[config.mk]
export PLATFORM = sky130hd
export DESIGN_NAME = eight_bit_alu_and_jumps
export DESIGN_NICKNAME = d
export VERILOG_FILES = /design/src/common/alu_pkg.sv /design/src/hw/alu_mult.sv /design/src/hw/eight_bit_alu_and_jumps.sv
export SDC_FILE = /design/constraint.sdc
export NUM_CORES = 1
export LEC_CHECK = 0
export BUFFER_PORTS_ARGS = -buffer_cell sky130_fd_sc_hd__buf_4
export CORE_ASPECT_RATIO = 0.9
export CORE_MARGIN = 5
export CORE_UTILIZATION = 54
export CTS_CLUSTER_DIAMETER = 120
export CTS_CLUSTER_SIZE = 20
export DETAILED_ROUTE_END_ITERATION = 10
export MAX_ROUTING_LAYER = met4
export PLACE_DENSITY = 0.8
export SLEW_MARGIN = 20
export SYNTH_ARGS = -nofsm -noshare
export SYNTH_HDL_FRONTEND = slang
export SYNTH_SLANG_ARGS = --single-unit
[constraint.sdc]
create_clock -name i_clk -period 4.1 [get_ports i_clk]
set_clock_uncertainty 0.05 [all_clocks]
set_input_delay 0.82 -clock i_clk [delete_from_list [all_inputs] [get_ports i_clk]]
set_output_delay 0.82 -clock i_clk [all_outputs]
set_load 0.02 [all_outputs]
[src/common/alu_pkg.sv]
package alu_pkg;

  localparam int unsigned FLG_C = 0;
  localparam int unsigned FLG_Z = 1;
  localparam int unsigned FLG_N = 2;
  localparam int unsigned FLG_V = 3;
  localparam int unsigned FLG_S = 4;
  localparam int unsigned FLG_H = 5;

  localparam logic [1:0] CLK_SHORT = 2'h1;
  localparam logic [1:0] CLK_TWO   = 2'h2;
  localparam logic [1:0] CLK_CALL  = 2'h3;

  localparam logic [7:0] BYTE_ONES = 8'hff;
  localparam logic [7:0] SREG_RST  = 8'h00;

  typedef enum logic [4:0] {
    op_add                    = 5'h00,
    op_add_carry              = 5'h01,
    op_sub_regs               = 5'h02,
    op_sub_const              = 5'h03,
    op_sub_regs_carry         = 5'h04,
    op_sub_const_carry        = 5'h05,
    op_add_imm_word           = 5'h06,
    op_sub_imm_word           = 5'h07,
    op_and_regs               = 5'h08,
    op_and_const              = 5'h09,
    op_or_regs                = 5'h0a,
    op_or_const               = 5'h0b,
    op_xor_regs               = 5'h0c,
    op_set_mask_bits          = 5'h0d,
    op_clear_mask_bits        = 5'h0e,
    op_test_zero_minus        = 5'h0f,
    op_mult_unsigned          = 5'h10,
    op_mult_signed            = 5'h11,
    op_mult_signed_unsigned   = 5'h12,
    op_frac_mult_unsigned     = 5'h13,
    op_frac_mult_signed       = 5'h14,
    op_frac_mult_signed_unsigned = 5'h15,
    op_relative_jump          = 5'h16,
    op_pointer_jump           = 5'h17,
    op_relative_call          = 5'h18
  } op_t;

  typedef struct packed {
    op_t         op;
    logic [7:0]  dst;
    logic [7:0]  src;
    logic [7:0]  imm;
    logic [15:0] pair;
    logic [15:0] pc;
    logic [15:0] offs;
    logic [15:0] zptr;
    logic [7:0]  sreg;
  } req_t;

  typedef struct packed {
    logic [7:0]  dst_val;
    logic        wr_dst;
    logic [15:0] pair_val;
    logic        wr_pair;
    logic        wr_r1r0;
    logic [15:0] pc;
    logic        pc_load;
    logic [7:0]  sreg;
  } res_t;

endpackage

[src/hw/alu_mult.sv]
`timescale 1ns/10ps
module alu_mult (
  input  wire logic        i_clk,
  input  wire logic        i_sys_rst,
  input  wire logic        i_load,
  input  wire logic [7:0]  i_a,
  input  wire logic [7:0]  i_b,
  input  wire logic        i_a_signed,
  input  wire logic        i_b_signed,
  output logic      [15:0] o_prod
);
  logic signed [8:0]  a_ext;
  logic signed [8:0]  b_ext;
  logic signed [17:0] full;

  assign a_ext = $signed({i_a_signed & i_a[7], i_a});
  assign b_ext = $signed({i_b_signed & i_b[7], i_b});
  assign full  = a_ext * b_ext;

  // Product held for the second clock of the multiply
  always_ff @(posedge i_clk or posedge i_sys_rst) begin
    if (i_sys_rst) begin
      o_prod <= 16'h0000;
    end else if (i_load) begin
      o_prod <= full[15:0];
    end
  end
endmodule // alu_mult

[src/hw/eight_bit_alu_and_jumps.sv]
`timescale 1ns/10ps
module eight_bit_alu_and_jumps #(
  parameter int unsigned PC_W = 12
) (
  input  wire logic          i_clk,
  input  wire logic          i_sys_rst,
  input  wire logic          i_valid,
  input  wire alu_pkg::req_t i_req,
  output logic               o_ready,
  output logic               o_done,
  output alu_pkg::res_t      o_res
);
  // Elaboration check on the program counter width
  if (PC_W < 1 || PC_W > 16) begin : g_pc_w_check
    $error("PC_W must be 1..16");
  end

  logic          accept;
  logic          busy_ff;
  logic [1:0]    cnt_ff;
  alu_pkg::res_t pend_ff;
  logic          pend_mult_ff;
  logic          pend_frac_ff;
  logic [7:0]    pend_sreg_ff;
  alu_pkg::res_t nxt_res;
  logic [1:0]    nxt_clocks;
  logic          is_mult;
  logic          is_frac;
  logic          a_sgn;
  logic          b_sgn;
  logic [15:0]   prod;
  logic [15:0]   mres;
  logic [15:0]   pc_mask;

  assign accept  = i_valid & o_ready;
  assign pc_mask = 16'((17'h1 << PC_W) - 17'h1);

  always_comb begin
    is_mult = 1'b1;
    is_frac = 1'b0;
    a_sgn   = 1'b0;
    b_sgn   = 1'b0;
    case (i_req.op)
      alu_pkg::op_mult_unsigned:             ;
      alu_pkg::op_mult_signed:               begin a_sgn = 1'b1; b_sgn = 1'b1; end
      alu_pkg::op_mult_signed_unsigned:      a_sgn = 1'b1;
      alu_pkg::op_frac_mult_unsigned:        is_frac = 1'b1;
      alu_pkg::op_frac_mult_signed:          begin is_frac = 1'b1; a_sgn = 1'b1; b_sgn = 1'b1; end
      alu_pkg::op_frac_mult_signed_unsigned: begin is_frac = 1'b1; a_sgn = 1'b1; end
      default:                               is_mult = 1'b0;
    endcase
  end

  alu_mult u_mult (
    .i_clk      (i_clk),
    .i_sys_rst  (i_sys_rst),
    .i_load     (accept & is_mult),
    .i_a        (i_req.dst),
    .i_b        (i_req.src),
    .i_a_signed (a_sgn),
    .i_b_signed (b_sgn),
    .o_prod     (prod)
  );

  // Byte, word and jump results for the request on the bus
  always_comb begin
    logic [7:0]  a;
    logic [7:0]  b;
    logic [7:0]  r;
    logic [15:0] w;
    logic        cin;
    logic        sub;
    logic        arith;
    logic        logic_op;
    logic [7:0]  s;
    a        = i_req.dst;
    b        = i_req.src;
    r        = 8'h00;
    w        = 16'h0000;
    cin      = 1'b0;
    sub      = 1'b0;
    arith    = 1'b0;
    logic_op = 1'b0;
    s        = i_req.sreg;
    nxt_res  = '0;
    nxt_res.sreg = i_req.sreg;
    nxt_clocks   = alu_pkg::CLK_SHORT;
    case (i_req.op)
      alu_pkg::op_add:             arith = 1'b1;
      alu_pkg::op_add_carry:       begin arith = 1'b1; cin = s[alu_pkg::FLG_C]; end
      alu_pkg::op_sub_regs:        begin arith = 1'b1; sub = 1'b1; end
      alu_pkg::op_sub_const:       begin arith = 1'b1; sub = 1'b1; b = i_req.imm; end
      alu_pkg::op_sub_regs_carry:  begin arith = 1'b1; sub = 1'b1; cin = s[alu_pkg::FLG_C]; end
      alu_pkg::op_sub_const_carry: begin
        arith = 1'b1;
        sub   = 1'b1;
        b     = i_req.imm;
        cin   = s[alu_pkg::FLG_C];
      end
      alu_pkg::op_and_regs:        begin logic_op = 1'b1; r = a & b; end
      alu_pkg::op_and_const:       begin logic_op = 1'b1; r = a & i_req.imm; end
      alu_pkg::op_or_regs:         begin logic_op = 1'b1; r = a | b; end
      alu_pkg::op_or_const:        begin logic_op = 1'b1; r = a | i_req.imm; end
      alu_pkg::op_xor_regs:        begin logic_op = 1'b1; r = a ^ b; end
      alu_pkg::op_set_mask_bits:   begin logic_op = 1'b1; r = a | i_req.imm; end
      alu_pkg::op_clear_mask_bits: begin
        logic_op = 1'b1;
        r = a & (alu_pkg::BYTE_ONES - i_req.imm);
      end
      alu_pkg::op_test_zero_minus: begin logic_op = 1'b1; r = a & a; end
      alu_pkg::op_add_imm_word, alu_pkg::op_sub_imm_word: begin
        sub = (i_req.op == alu_pkg::op_sub_imm_word);
        w   = sub ? i_req.pair - {8'h00, i_req.imm} : i_req.pair + {8'h00, i_req.imm};
        nxt_res.pair_val = w;
        nxt_res.wr_pair  = 1'b1;
        nxt_res.sreg[alu_pkg::FLG_Z] = (w == 16'h0000);
        nxt_res.sreg[alu_pkg::FLG_N] = w[15];
        nxt_res.sreg[alu_pkg::FLG_V] = sub ? (i_req.pair[15] & ~w[15]) : (~i_req.pair[15] & w[15]);
        nxt_res.sreg[alu_pkg::FLG_C] = sub ? (w[15] & ~i_req.pair[15]) : (~w[15] & i_req.pair[15]);
        nxt_res.sreg[alu_pkg::FLG_S] = w[15] ^ nxt_res.sreg[alu_pkg::FLG_V];
        nxt_clocks = alu_pkg::CLK_TWO;
      end
      alu_pkg::op_relative_jump, alu_pkg::op_relative_call: begin
        nxt_res.pc      = (i_req.pc + i_req.offs + 16'h0001) & pc_mask;
        nxt_res.pc_load = 1'b1;
        nxt_clocks = (i_req.op == alu_pkg::op_relative_call) ? alu_pkg::CLK_CALL : alu_pkg::CLK_TWO;
      end
      alu_pkg::op_pointer_jump: begin
        nxt_res.pc      = i_req.zptr & pc_mask;
        nxt_res.pc_load = 1'b1;
        nxt_clocks      = alu_pkg::CLK_TWO;
      end
      default: nxt_clocks = is_mult ? alu_pkg::CLK_TWO : alu_pkg::CLK_SHORT;
    endcase
    if (arith) begin
      r = sub ? 8'(a - b - {7'h00, cin}) : 8'(a + b + {7'h00, cin});
      if (sub) begin
        nxt_res.sreg[alu_pkg::FLG_H] = (~a[3] & b[3]) | (b[3] & r[3]) | (r[3] & ~a[3]);
        nxt_res.sreg[alu_pkg::FLG_V] = (a[7] & ~b[7] & ~r[7]) | (~a[7] & b[7] & r[7]);
        nxt_res.sreg[alu_pkg::FLG_C] = (~a[7] & b[7]) | (b[7] & r[7]) | (r[7] & ~a[7]);
      end else begin
        nxt_res.sreg[alu_pkg::FLG_H] = (a[3] & b[3]) | (b[3] & ~r[3]) | (~r[3] & a[3]);
        nxt_res.sreg[alu_pkg::FLG_V] = (a[7] & b[7] & ~r[7]) | (~a[7] & ~b[7] & r[7]);
        nxt_res.sreg[alu_pkg::FLG_C] = (a[7] & b[7]) | (b[7] & ~r[7]) | (~r[7] & a[7]);
      end
    end
    if (logic_op) begin
      nxt_res.sreg[alu_pkg::FLG_V] = 1'b0;
    end
    if (arith || logic_op) begin
      nxt_res.dst_val = r;
      nxt_res.wr_dst  = 1'b1;
      nxt_res.sreg[alu_pkg::FLG_Z] = (r == 8'h00);
      nxt_res.sreg[alu_pkg::FLG_N] = r[7];
      nxt_res.sreg[alu_pkg::FLG_S] = r[7] ^ nxt_res.sreg[alu_pkg::FLG_V];
    end
  end

  // Product shaping in the second clock of a multiply
  always_comb begin
    mres = pend_frac_ff ? {prod[14:0], 1'b0} : prod;
  end

  // Multi-cycle hold and count
  always_ff @(posedge i_clk or posedge i_sys_rst) begin
    if (i_sys_rst) begin
      busy_ff      <= 1'b0;
      cnt_ff       <= 2'h0;
      pend_ff      <= '0;
      pend_mult_ff <= 1'b0;
      pend_frac_ff <= 1'b0;
      pend_sreg_ff <= alu_pkg::SREG_RST;
    end else if (accept && nxt_clocks != alu_pkg::CLK_SHORT) begin
      busy_ff      <= 1'b1;
      cnt_ff       <= nxt_clocks - 2'h1;
      pend_ff      <= nxt_res;
      pend_mult_ff <= is_mult;
      pend_frac_ff <= is_frac;
      pend_sreg_ff <= i_req.sreg;
    end else if (busy_ff) begin
      cnt_ff  <= cnt_ff - 2'h1;
      busy_ff <= (cnt_ff != 2'h1);
    end
  end

  always_ff @(posedge i_clk or posedge i_sys_rst) begin
    if (i_sys_rst) begin
      o_ready <= 1'b1;
    end else if (accept && nxt_clocks != alu_pkg::CLK_SHORT) begin
      o_ready <= 1'b0;
    end else if (busy_ff && cnt_ff == 2'h1) begin
      o_ready <= 1'b1;
    end
  end

  always_ff @(posedge i_clk or posedge i_sys_rst) begin
    if (i_sys_rst) begin
      o_done <= 1'b0;
      o_res  <= '0;
    end else if (accept && nxt_clocks == alu_pkg::CLK_SHORT) begin
      o_done <= 1'b1;
      o_res  <= nxt_res;
    end else if (busy_ff && cnt_ff == 2'h1) begin
      o_done <= 1'b1;
      o_res  <= pend_ff;
      if (pend_mult_ff) begin
        o_res.pair_val <= mres;
        o_res.wr_r1r0  <= 1'b1;
        o_res.sreg     <= pend_sreg_ff;
        o_res.sreg[alu_pkg::FLG_C] <= prod[15];
        o_res.sreg[alu_pkg::FLG_Z] <= (mres == 16'h0000);
      end
    end else begin
      o_done <= 1'b0;
    end
  end

  a_add_sum: assert property (@(posedge i_clk) disable iff (i_sys_rst)
    accept && i_req.op == alu_pkg::op_add |=> o_done && o_res.dst_val == 8'($past(i_req.dst) + $past(i_req.src)))
    else $error("add result wrong");
  a_word_add_two: assert property (@(posedge i_clk) disable iff (i_sys_rst)
    accept && i_req.op == alu_pkg::op_add_imm_word |=> !o_done ##1 (o_done && o_res.wr_pair &&
      o_res.pair_val == $past(i_req.pair, 2) + {8'h00, $past(i_req.imm, 2)}))
    else $error("word add wrong");
  a_sub_const: assert property (@(posedge i_clk) disable iff (i_sys_rst)
    accept && i_req.op == alu_pkg::op_sub_const |=> o_done && o_res.dst_val == 8'($past(i_req.dst) - $past(i_req.imm)))
    else $error("subtract wrong");
  a_sub_carry_val: assert property (@(posedge i_clk) disable iff (i_sys_rst)
    accept && i_req.op == alu_pkg::op_sub_regs_carry |=>
      o_res.dst_val == 8'($past(i_req.dst) - $past(i_req.src) - {7'h00, $past(i_req.sreg[0])}))
    else $error("subtract with carry wrong");
  a_word_sub_c: assert property (@(posedge i_clk) disable iff (i_sys_rst)
    accept && i_req.op == alu_pkg::op_sub_imm_word && i_req.pair < {8'h00, i_req.imm} |-> ##2 o_done && o_res.sreg[0])
    else $error("word subtract borrow wrong");
  a_and_keeps_c: assert property (@(posedge i_clk) disable iff (i_sys_rst)
    accept && i_req.op == alu_pkg::op_and_regs |=> o_res.sreg[alu_pkg::FLG_C] == $past(i_req.sreg[0]) &&
      !o_res.sreg[alu_pkg::FLG_V])
    else $error("logic flags wrong");
  a_clear_mask: assert property (@(posedge i_clk) disable iff (i_sys_rst)
    accept && i_req.op == alu_pkg::op_clear_mask_bits |=> (o_res.dst_val & $past(i_req.imm)) == 8'h00)
    else $error("clear bits left set");
  a_mult_pair: assert property (@(posedge i_clk) disable iff (i_sys_rst)
    accept && i_req.op == alu_pkg::op_mult_unsigned |-> ##2 o_done && o_res.wr_r1r0 &&
      o_res.pair_val == 16'($past(i_req.dst, 2) * $past(i_req.src, 2)))
    else $error("multiply product wrong");
  a_call_three: assert property (@(posedge i_clk) disable iff (i_sys_rst)
    accept && i_req.op == alu_pkg::op_relative_call |=> !o_done ##1 !o_done ##1 (o_done && o_res.pc_load))
    else $error("call timing wrong");
  a_ptr_jump: assert property (@(posedge i_clk) disable iff (i_sys_rst)
    accept && i_req.op == alu_pkg::op_pointer_jump |-> ##2 o_done && o_res.sreg == $past(i_req.sreg, 2))
    else $error("pointer jump touched flags");
endmodule // eight_bit_alu_and_jumps

==> flow_summary.yaml, run 1 <==
cts:
  clkSinkCount: 122
  insertion_delay_ps: 430
  max-clock-path-buffers: 2
  clk_pin_slew_worst_paths_ps: 60
  h-tree-depth: 4
  root_buffer: "clkbuf_16"
  cts_buffers: 17
  hold_buffers: 0
  cts_tree: "yes"
synthesis:
  ys.flop_type: "dfrtp_1"
  async_reset_ff_frac: 1.00
  synth_edf_count: 0
  yosys-top-cells-count: "nand2_1 (209), inv_1 (130), dfrtp_1 (121)"
  yosysTopAreaCell: "dfrtp_1"
  syn_avg_cell_area_sq_um: 8.43
  synth.area.top_cells: "dfrtp_1 (26%), fa_1 (12%), ha_1 (10%)"
  yosysSeqAreaShare: 0.264
  netlist.area_leader.share: 0.262
  syn_area_sq_um: 11600
  synth_most_common_cell: "nand2_1"
  syn_inst: 1373
  synth.distinct_cells: 71
  synth.ff_latch_count: 122
  yosys_warnings: 0
critical_path:
  path_class: "primary input to register"
  crit_fanout: 3
  r2r-start: "cnt_ff[1]$_DFFE_PP0P_"
  crit_path_end_kind: "register"
  r2r_cells: 7
  critPathLaunchType: "primary input"
  reg2reg_to: "o_res[32]$_DFFE_PP0P_"
  critical_path_arrival_ps: 5340
  crit_required_ps: 4360
  reg2reg_slack_ps: 1810
worst_hold_path:
  worstHoldStart: "pend_ff[38]$_DFFE_PP0P_"
  hold_end: "pend_ff[38]$_DFFE_PP0P_"
  hp-class: "register to register"
  min_path_cells: 2
die:
  fp.dieW_microns: 164
  start_util: 0.552
  die_h_microns: 149
  ios: 158
  rows: 50
  coreArea_sq_um: 21000
  fp.dieArea_sq_um: 24500
routing:
  totalWireLength_microns: 35800
  highest_layer: "met4"
  dr_total_vias: 11166
  routed-wl-met3_microns: 2510
  wl_met2_microns: 17100
  drc: 0
  first_pass_iters: 5
  via_per_inst: 5.76
  postRouteAntennaNets: 0
  met1_length_microns: 15000
  drt-initial-drc-count: 1045
  wire_per_inst_microns: 18.4
pwr:
  power_mw: 7.74
  irDropWorstVdd_mv: 0.398
  pwr_density_cell_nw_per_um2: 513
  p_leak_nw: 7.35
final_layout:
  final_nets: 1906
  final_util: 0.720
  num-fill-cells: 1565
  layout-drive-gt1-share: 0.269
  syn_to_final_growth_pct: 30.3
flow_run:
  drv_cap: 0
sta:
  fmax_ghz: 0.197
  hold_viol_final: 0
  finalSetupViolCount: 30
  period_minus_slack_ps: 5080
  period_share: 1.24
  fin_ws_ps: -984
  rsz0062_at_grt: "yes"
  timing_worst_slew_pin_value_ps: 991
  slew-limit-headroom: 0.337
  drv_slew: 0
grt:
  grt_pass1_vias: 11309
  grt_usage: 0.303
  grt_pass1_wl_microns: 57800
  grt_max_degree: 76
  gr-total-overflow: 0
  antenna_found_initial: 1
placement:
  place_hpwl_microns: 26800
  place_congestion: 1.00
  portBuffers: 141
status:
  violations: "setup timing"
  run_status: "finished, violations left"
## cell type report
class / count / area [sq um] / share of cell area
antenna: 1 / 2.50 / 0.000166
clock buffer: 22 / 464 / 0.0308
multi-input combinational: 1037 / 7990 / 0.530
clock inverter: 10 / 140 / 0.00929
tap: 286 / 358 / 0.0237
inverter: 131 / 495 / 0.0329
timing repair buffer: 331 / 2580 / 0.171
sequential: 122 / 3050 / 0.203
## worst max-delay path by stage
stage / start / endpoint / slack, ps / cells after the start
after global routing: i_req[96] / u_mult.o_prod[15]$_DFFE_PP0P_ / -1200 / 22
after floorplan: i_req[96] / u_mult.o_prod[15]$_DFFE_PP0P_ / -1480 / 22
final: i_req[99] / u_mult.o_prod[15]$_DFFE_PP0P_ / -980 / 22
after detailed placement: i_req[98] / u_mult.o_prod[15]$_DFFE_PP0P_ / -1420 / 21
after CTS: i_req[96] / u_mult.o_prod[15]$_DFFE_PP0P_ / -900 / 22
after global placement: i_req[98] / u_mult.o_prod[15]$_DFFE_PP0P_ / -1370 / 22
## registers in the layout, summed over array words and instances (netlist names)
| name | count |
|---|---|
| o_done | 1 |
| u_mult.o_prod | 16 |
| pend_frac_ff | 1 |
| busy_ff | 1 |
| o_res | 48 |
| pend_ff | 47 |
| cnt_ff | 2 |
| pend_mult_ff | 1 |
| o_ready | 1 |
| pend_sreg_ff | 4 |
## what timing repair did
action,CTS,global route
pin swaps,34,15
endpoints found under the hold margin,0,0
cloned,0,0
setup endpoints to repair,27,35
buffers inserted,11,2
resized for setup,29,18
## placed cells by master (no fill, tap or decap), types with 19 or more instances in the layout
cell      netlist  final
buf_4           4    318
nand2_1       209    203
inv_1         130    127
dfrtp_1       121    121
ha_1           93     84
o21ai_0        99     81
nor2_1         76     72
a21oi_1        78     71
fa_1           69     67
xnor2_1        48     41
and2_1         39     38
mux2i_1        29     29
a211oi_1       30     28
and3_1         24     22
a21o_1         19     19
## power by group
group	total (mW)	leakage [nW]	internal [mW]	switching, mW
sequential	2.06	1.57	1.66	0.395
clock	1.57	0.287	0.989	0.581
combinational	4.11	5.49	1.95	2.16
total	7.74	7.35	4.60	3.14
## per-layer routing
metal | vias up | track usage
li1 | 5184 | -
met5 | - | -
met4 | 0 | 0.0956
met1 | 5421 | 0.400
met3 | 85 | 0.0426
met2 | 476 | 0.487
## per-stage QoR
step / area (sq um) / hold WS (ps) / setup TNS [ps] / setup slack [ps] / std cells
after global routing: 15100 / 454 / -19890 / -1200 / 1940
after detailed placement: 14100 / 413 / -29970 / -1420 / 1893
after CTS: 14900 / 428 / -12820 / -903 / 1936
final: 15100 / 425 / -15180 / -984 / 1940
after floorplan: 11900 / 391 / -18240 / -1480 / 1376
after global placement: 14100 / 405 / -27610 / -1370 / 1893
## worst max-delay path, cell delays in order
cell and delay, ps:
buf_4 130, nor2b_1 100, buf_4 130, and3_4 200, nand2_4 60, fa_1 460, fa_1 490, inv_1 50
fa_1 450, fa_1 490, inv_1 50, fa_1 480, inv_2 40, ha_4 210, a21o_1 200, a21o_1 190
a21oi_2 180, o21ai_2 80, a21o_1 190, a21oi_2 140, xnor2_1 130, o21ai_1 70
## cells by family (layout without fill, tap and decap cells)
kind of cell,after synthesis,in the layout,share of synthesized area
adders and majority gates,162,162,0.220
and+or+nand+nor,440,440,0.177
buffers and inverters,217,494,0.0736
muxes,45,45,0.0413
other,1,5,0.000324
DFF,122,122,0.264
AOI/OAI and AO/OA,321,321,0.175
xor gates and xnor gates,65,65,0.0492
(Power assumes the default switching activity.)
==> run 2: changes to the inputs <==
PLACE_DENSITY = 0.91   (was 0.8)
==> run 2 against run 1 <==
The run still ends with setup timing left. Core utilization up 1.3 points. Fmax is 2.5% lower. Sequential share of layout area down 0.35 points. Clock-buffer cell count down 5. Cell count is 0.46% higher. Critical path depth unchanged. Flip-flop and latch count is the same. Critical path type unchanged. Largest power group unchanged. Highest routed layer unchanged.
==> flow_summary.yaml, run 2 (synthesized netlist as in run 1, its figures left out) <==
placement:
  portBuffers: 141
  pre_cts_slack_ps: -1540
  place_congestion: 1.00
  place_hpwl_microns: 28400
critical_path:
  worstPathCellList: "buf_12 -> nor2_4 -> xnor2_2 -> and3_4 -> nand2_4 -> fa_1 -> fa_1 -> inv_1 -> fa_1 -> fa_1 -> inv_1 -> fa_1 -> inv_2 -> ha_4 -> a21o_1 -> a21o_1 -> a21oi_2 -> o21ai_2 -> a21o_1 -> a21oi_2 -> xnor2_1 -> o21ai_1"
  slowest_delay_ps: 520
  critical_path_arrival_ps: 5470
  path_class: "primary input to register"
  crit_required_ps: 4360
  crit_fanout: 3
  critical_path.slowest_cell: "fa_1"
  crit_path_end_kind: "register"
  critPathLaunchType: "primary input"
  crit_top_cell: "fa_1"
sta:
  rsz0062_at_grt: "yes"
  fmax_ghz: 0.192
  slew-limit-headroom: 0.395
  drv_slew: 0
  finalSetupTns_ps: -13900
  fin_worst_hold_slack_ps: 433
  fin_ws_ps: -1120
  timing_worst_slew_pin_value_ps: 900
  finalSetupViolCount: 26
  period_minus_slack_ps: 5220
  hold_viol_final: 0
  period_share: 1.27
pwr:
  irDropWorstVdd_mv: 0.441
  p_leak_nw: 7.44
  pwr_density_cell_nw_per_um2: 507
  power_mw: 7.78
cts:
  insertion_delay_ps: 440
  max-clock-path-buffers: 2
  clk_pin_slew_worst_paths_ps: 70
  cts_tree: "yes"
  h-tree-depth: 4
  clkSinkCount: 122
  hold_buffers: 0
  cts_buffers: 17
  root_buffer: "clkbuf_16"
final_layout:
  largest_reg_flops: 48
  num-fill-cells: 1351
  top_register: "o_res"
  top_regs: "o_res (48), pend_ff (47), u_mult.o_prod (16)"
  layout-drive-gt1-share: 0.292
  layout_common_cells: "buf_4 (321), nand2_1 (200), inv_1 (126), dfrtp_1 (121), ha_1 (81)"
  syn_to_final_growth_pct: 32.6
  n_antenna_cell: 0
  final_common_cell: "buf_4"
  final_nets: 1916
die:
  rows: 50
  coreArea_sq_um: 21000
  start_util: 0.552
  fp.dieArea_sq_um: 24500
  ios: 158
  fp.dieW_microns: 164
  die_h_microns: 149
grt:
  antenna_found_initial: 0
  grt_pass1_vias: 12074
  grt_usage: 0.332
  gr-total-overflow: 0
  grt_max_degree: 123
  grt_pass1_wl_microns: 62600
routing:
  first_pass_iters: 6
  dr_total_vias: 11805
  drt-initial-drc-count: 1367
  totalWireLength_microns: 39600
  postRouteAntennaNets: 0
  wire_per_inst_microns: 20.3
  drc: 0
  via_per_inst: 6.06
status:
  violations: "setup timing"
  run_status: "finished, violations left"
worst_hold_path:
  hp-class: "register to register"
flow_run:
  drv_cap: 0
-- run 2: cell count changes in the layout (fill, tap and decap cells not counted), sizes merged --
| cell | before | now |
|---|---|---|
| clkinvlp | 4 | 3 |
| bufinv | 3 | 0 |
| inv | 131 | 140 |
| buf | 331 | 341 |
| diode | 1 | 0 |
| clkbuf | 22 | 17 |
-- run 2: routing by layer --
layer  track usage  up-vias  wire length (microns)
li1              -     5201                      -
met1         0.412     5650                  14800
met2         0.539      771                  19200
met3        0.0533      183                   3510
met4         0.148        0                   2080
met5             -        -                      0
-- run 2: final timing paths --
path	start	endpoint	slack, ps	depth (start not counted)
min in group asynchronous	i_sys_rst	pend_ff[39]$_DFFE_PP0P_	480	3
hold reg to reg	pend_ff[38]$_DFFE_PP0P_	pend_ff[38]$_DFFE_PP0P_	430	2
hold / removal	pend_ff[38]$_DFFE_PP0P_	pend_ff[38]$_DFFE_PP0P_	430	2
setup reg to reg	cnt_ff[0]$_DFFE_PP0P_	o_res[15]$_DFFE_PP0P_	1690	6
setup / recovery	i_req[98]	u_mult.o_prod[15]$_DFFE_PP0P_	-1120	22
max in group asynchronous	i_sys_rst	o_res[46]$_DFFE_PP0P_	2950	3
-- run 2: stage by stage --
step | std cells | utilization | cell area (sq um)
final | 1949 | 0.732 | 15300
after global routing | 1949 | 0.732 | 15300
after CTS | 1944 | 0.721 | 15100
after detailed placement | 1896 | 0.676 | 14200
after global placement | 1896 | 0.676 | 14200
after floorplan | 1376 | - | 11900
-- run 2: worst max-delay path, delay by kind of cell --
kind,cells,cell delay (ps)
buffers and inverters,4,260
AND/OR/NAND/NOR,3,400
AO/OA/AOI/OAI,7,1060
XOR/XNOR,2,250
adder cells (fa/ha/maj),6,2670
-- run 2: final cells by class --
class	instances	area (sq um)	area share
Multi-Input combinational cell	1037	8180	0.533
Sequential cell	122	3050	0.199
Timing Repair Buffer	341	2690	0.175
Inverter	131	495	0.0323
Clock buffer	17	425	0.0277
Tap cell	286	358	0.0233
Clock inverter	15	144	0.00938
-- run 2: repair_timing --
item                                    CTS  global route
buffers inserted                         18             9
hold endpoints to repair                  0             0
endpoints found under the setup margin   27            39
pin swaps                                30            39
gates resized for setup                  60            49
-- run 2: report_power, final --
part | internal (mW) | switching [mW]
combinational | 1.94 | 2.24
clock | 0.807 | 0.680
sequential | 1.66 | 0.453
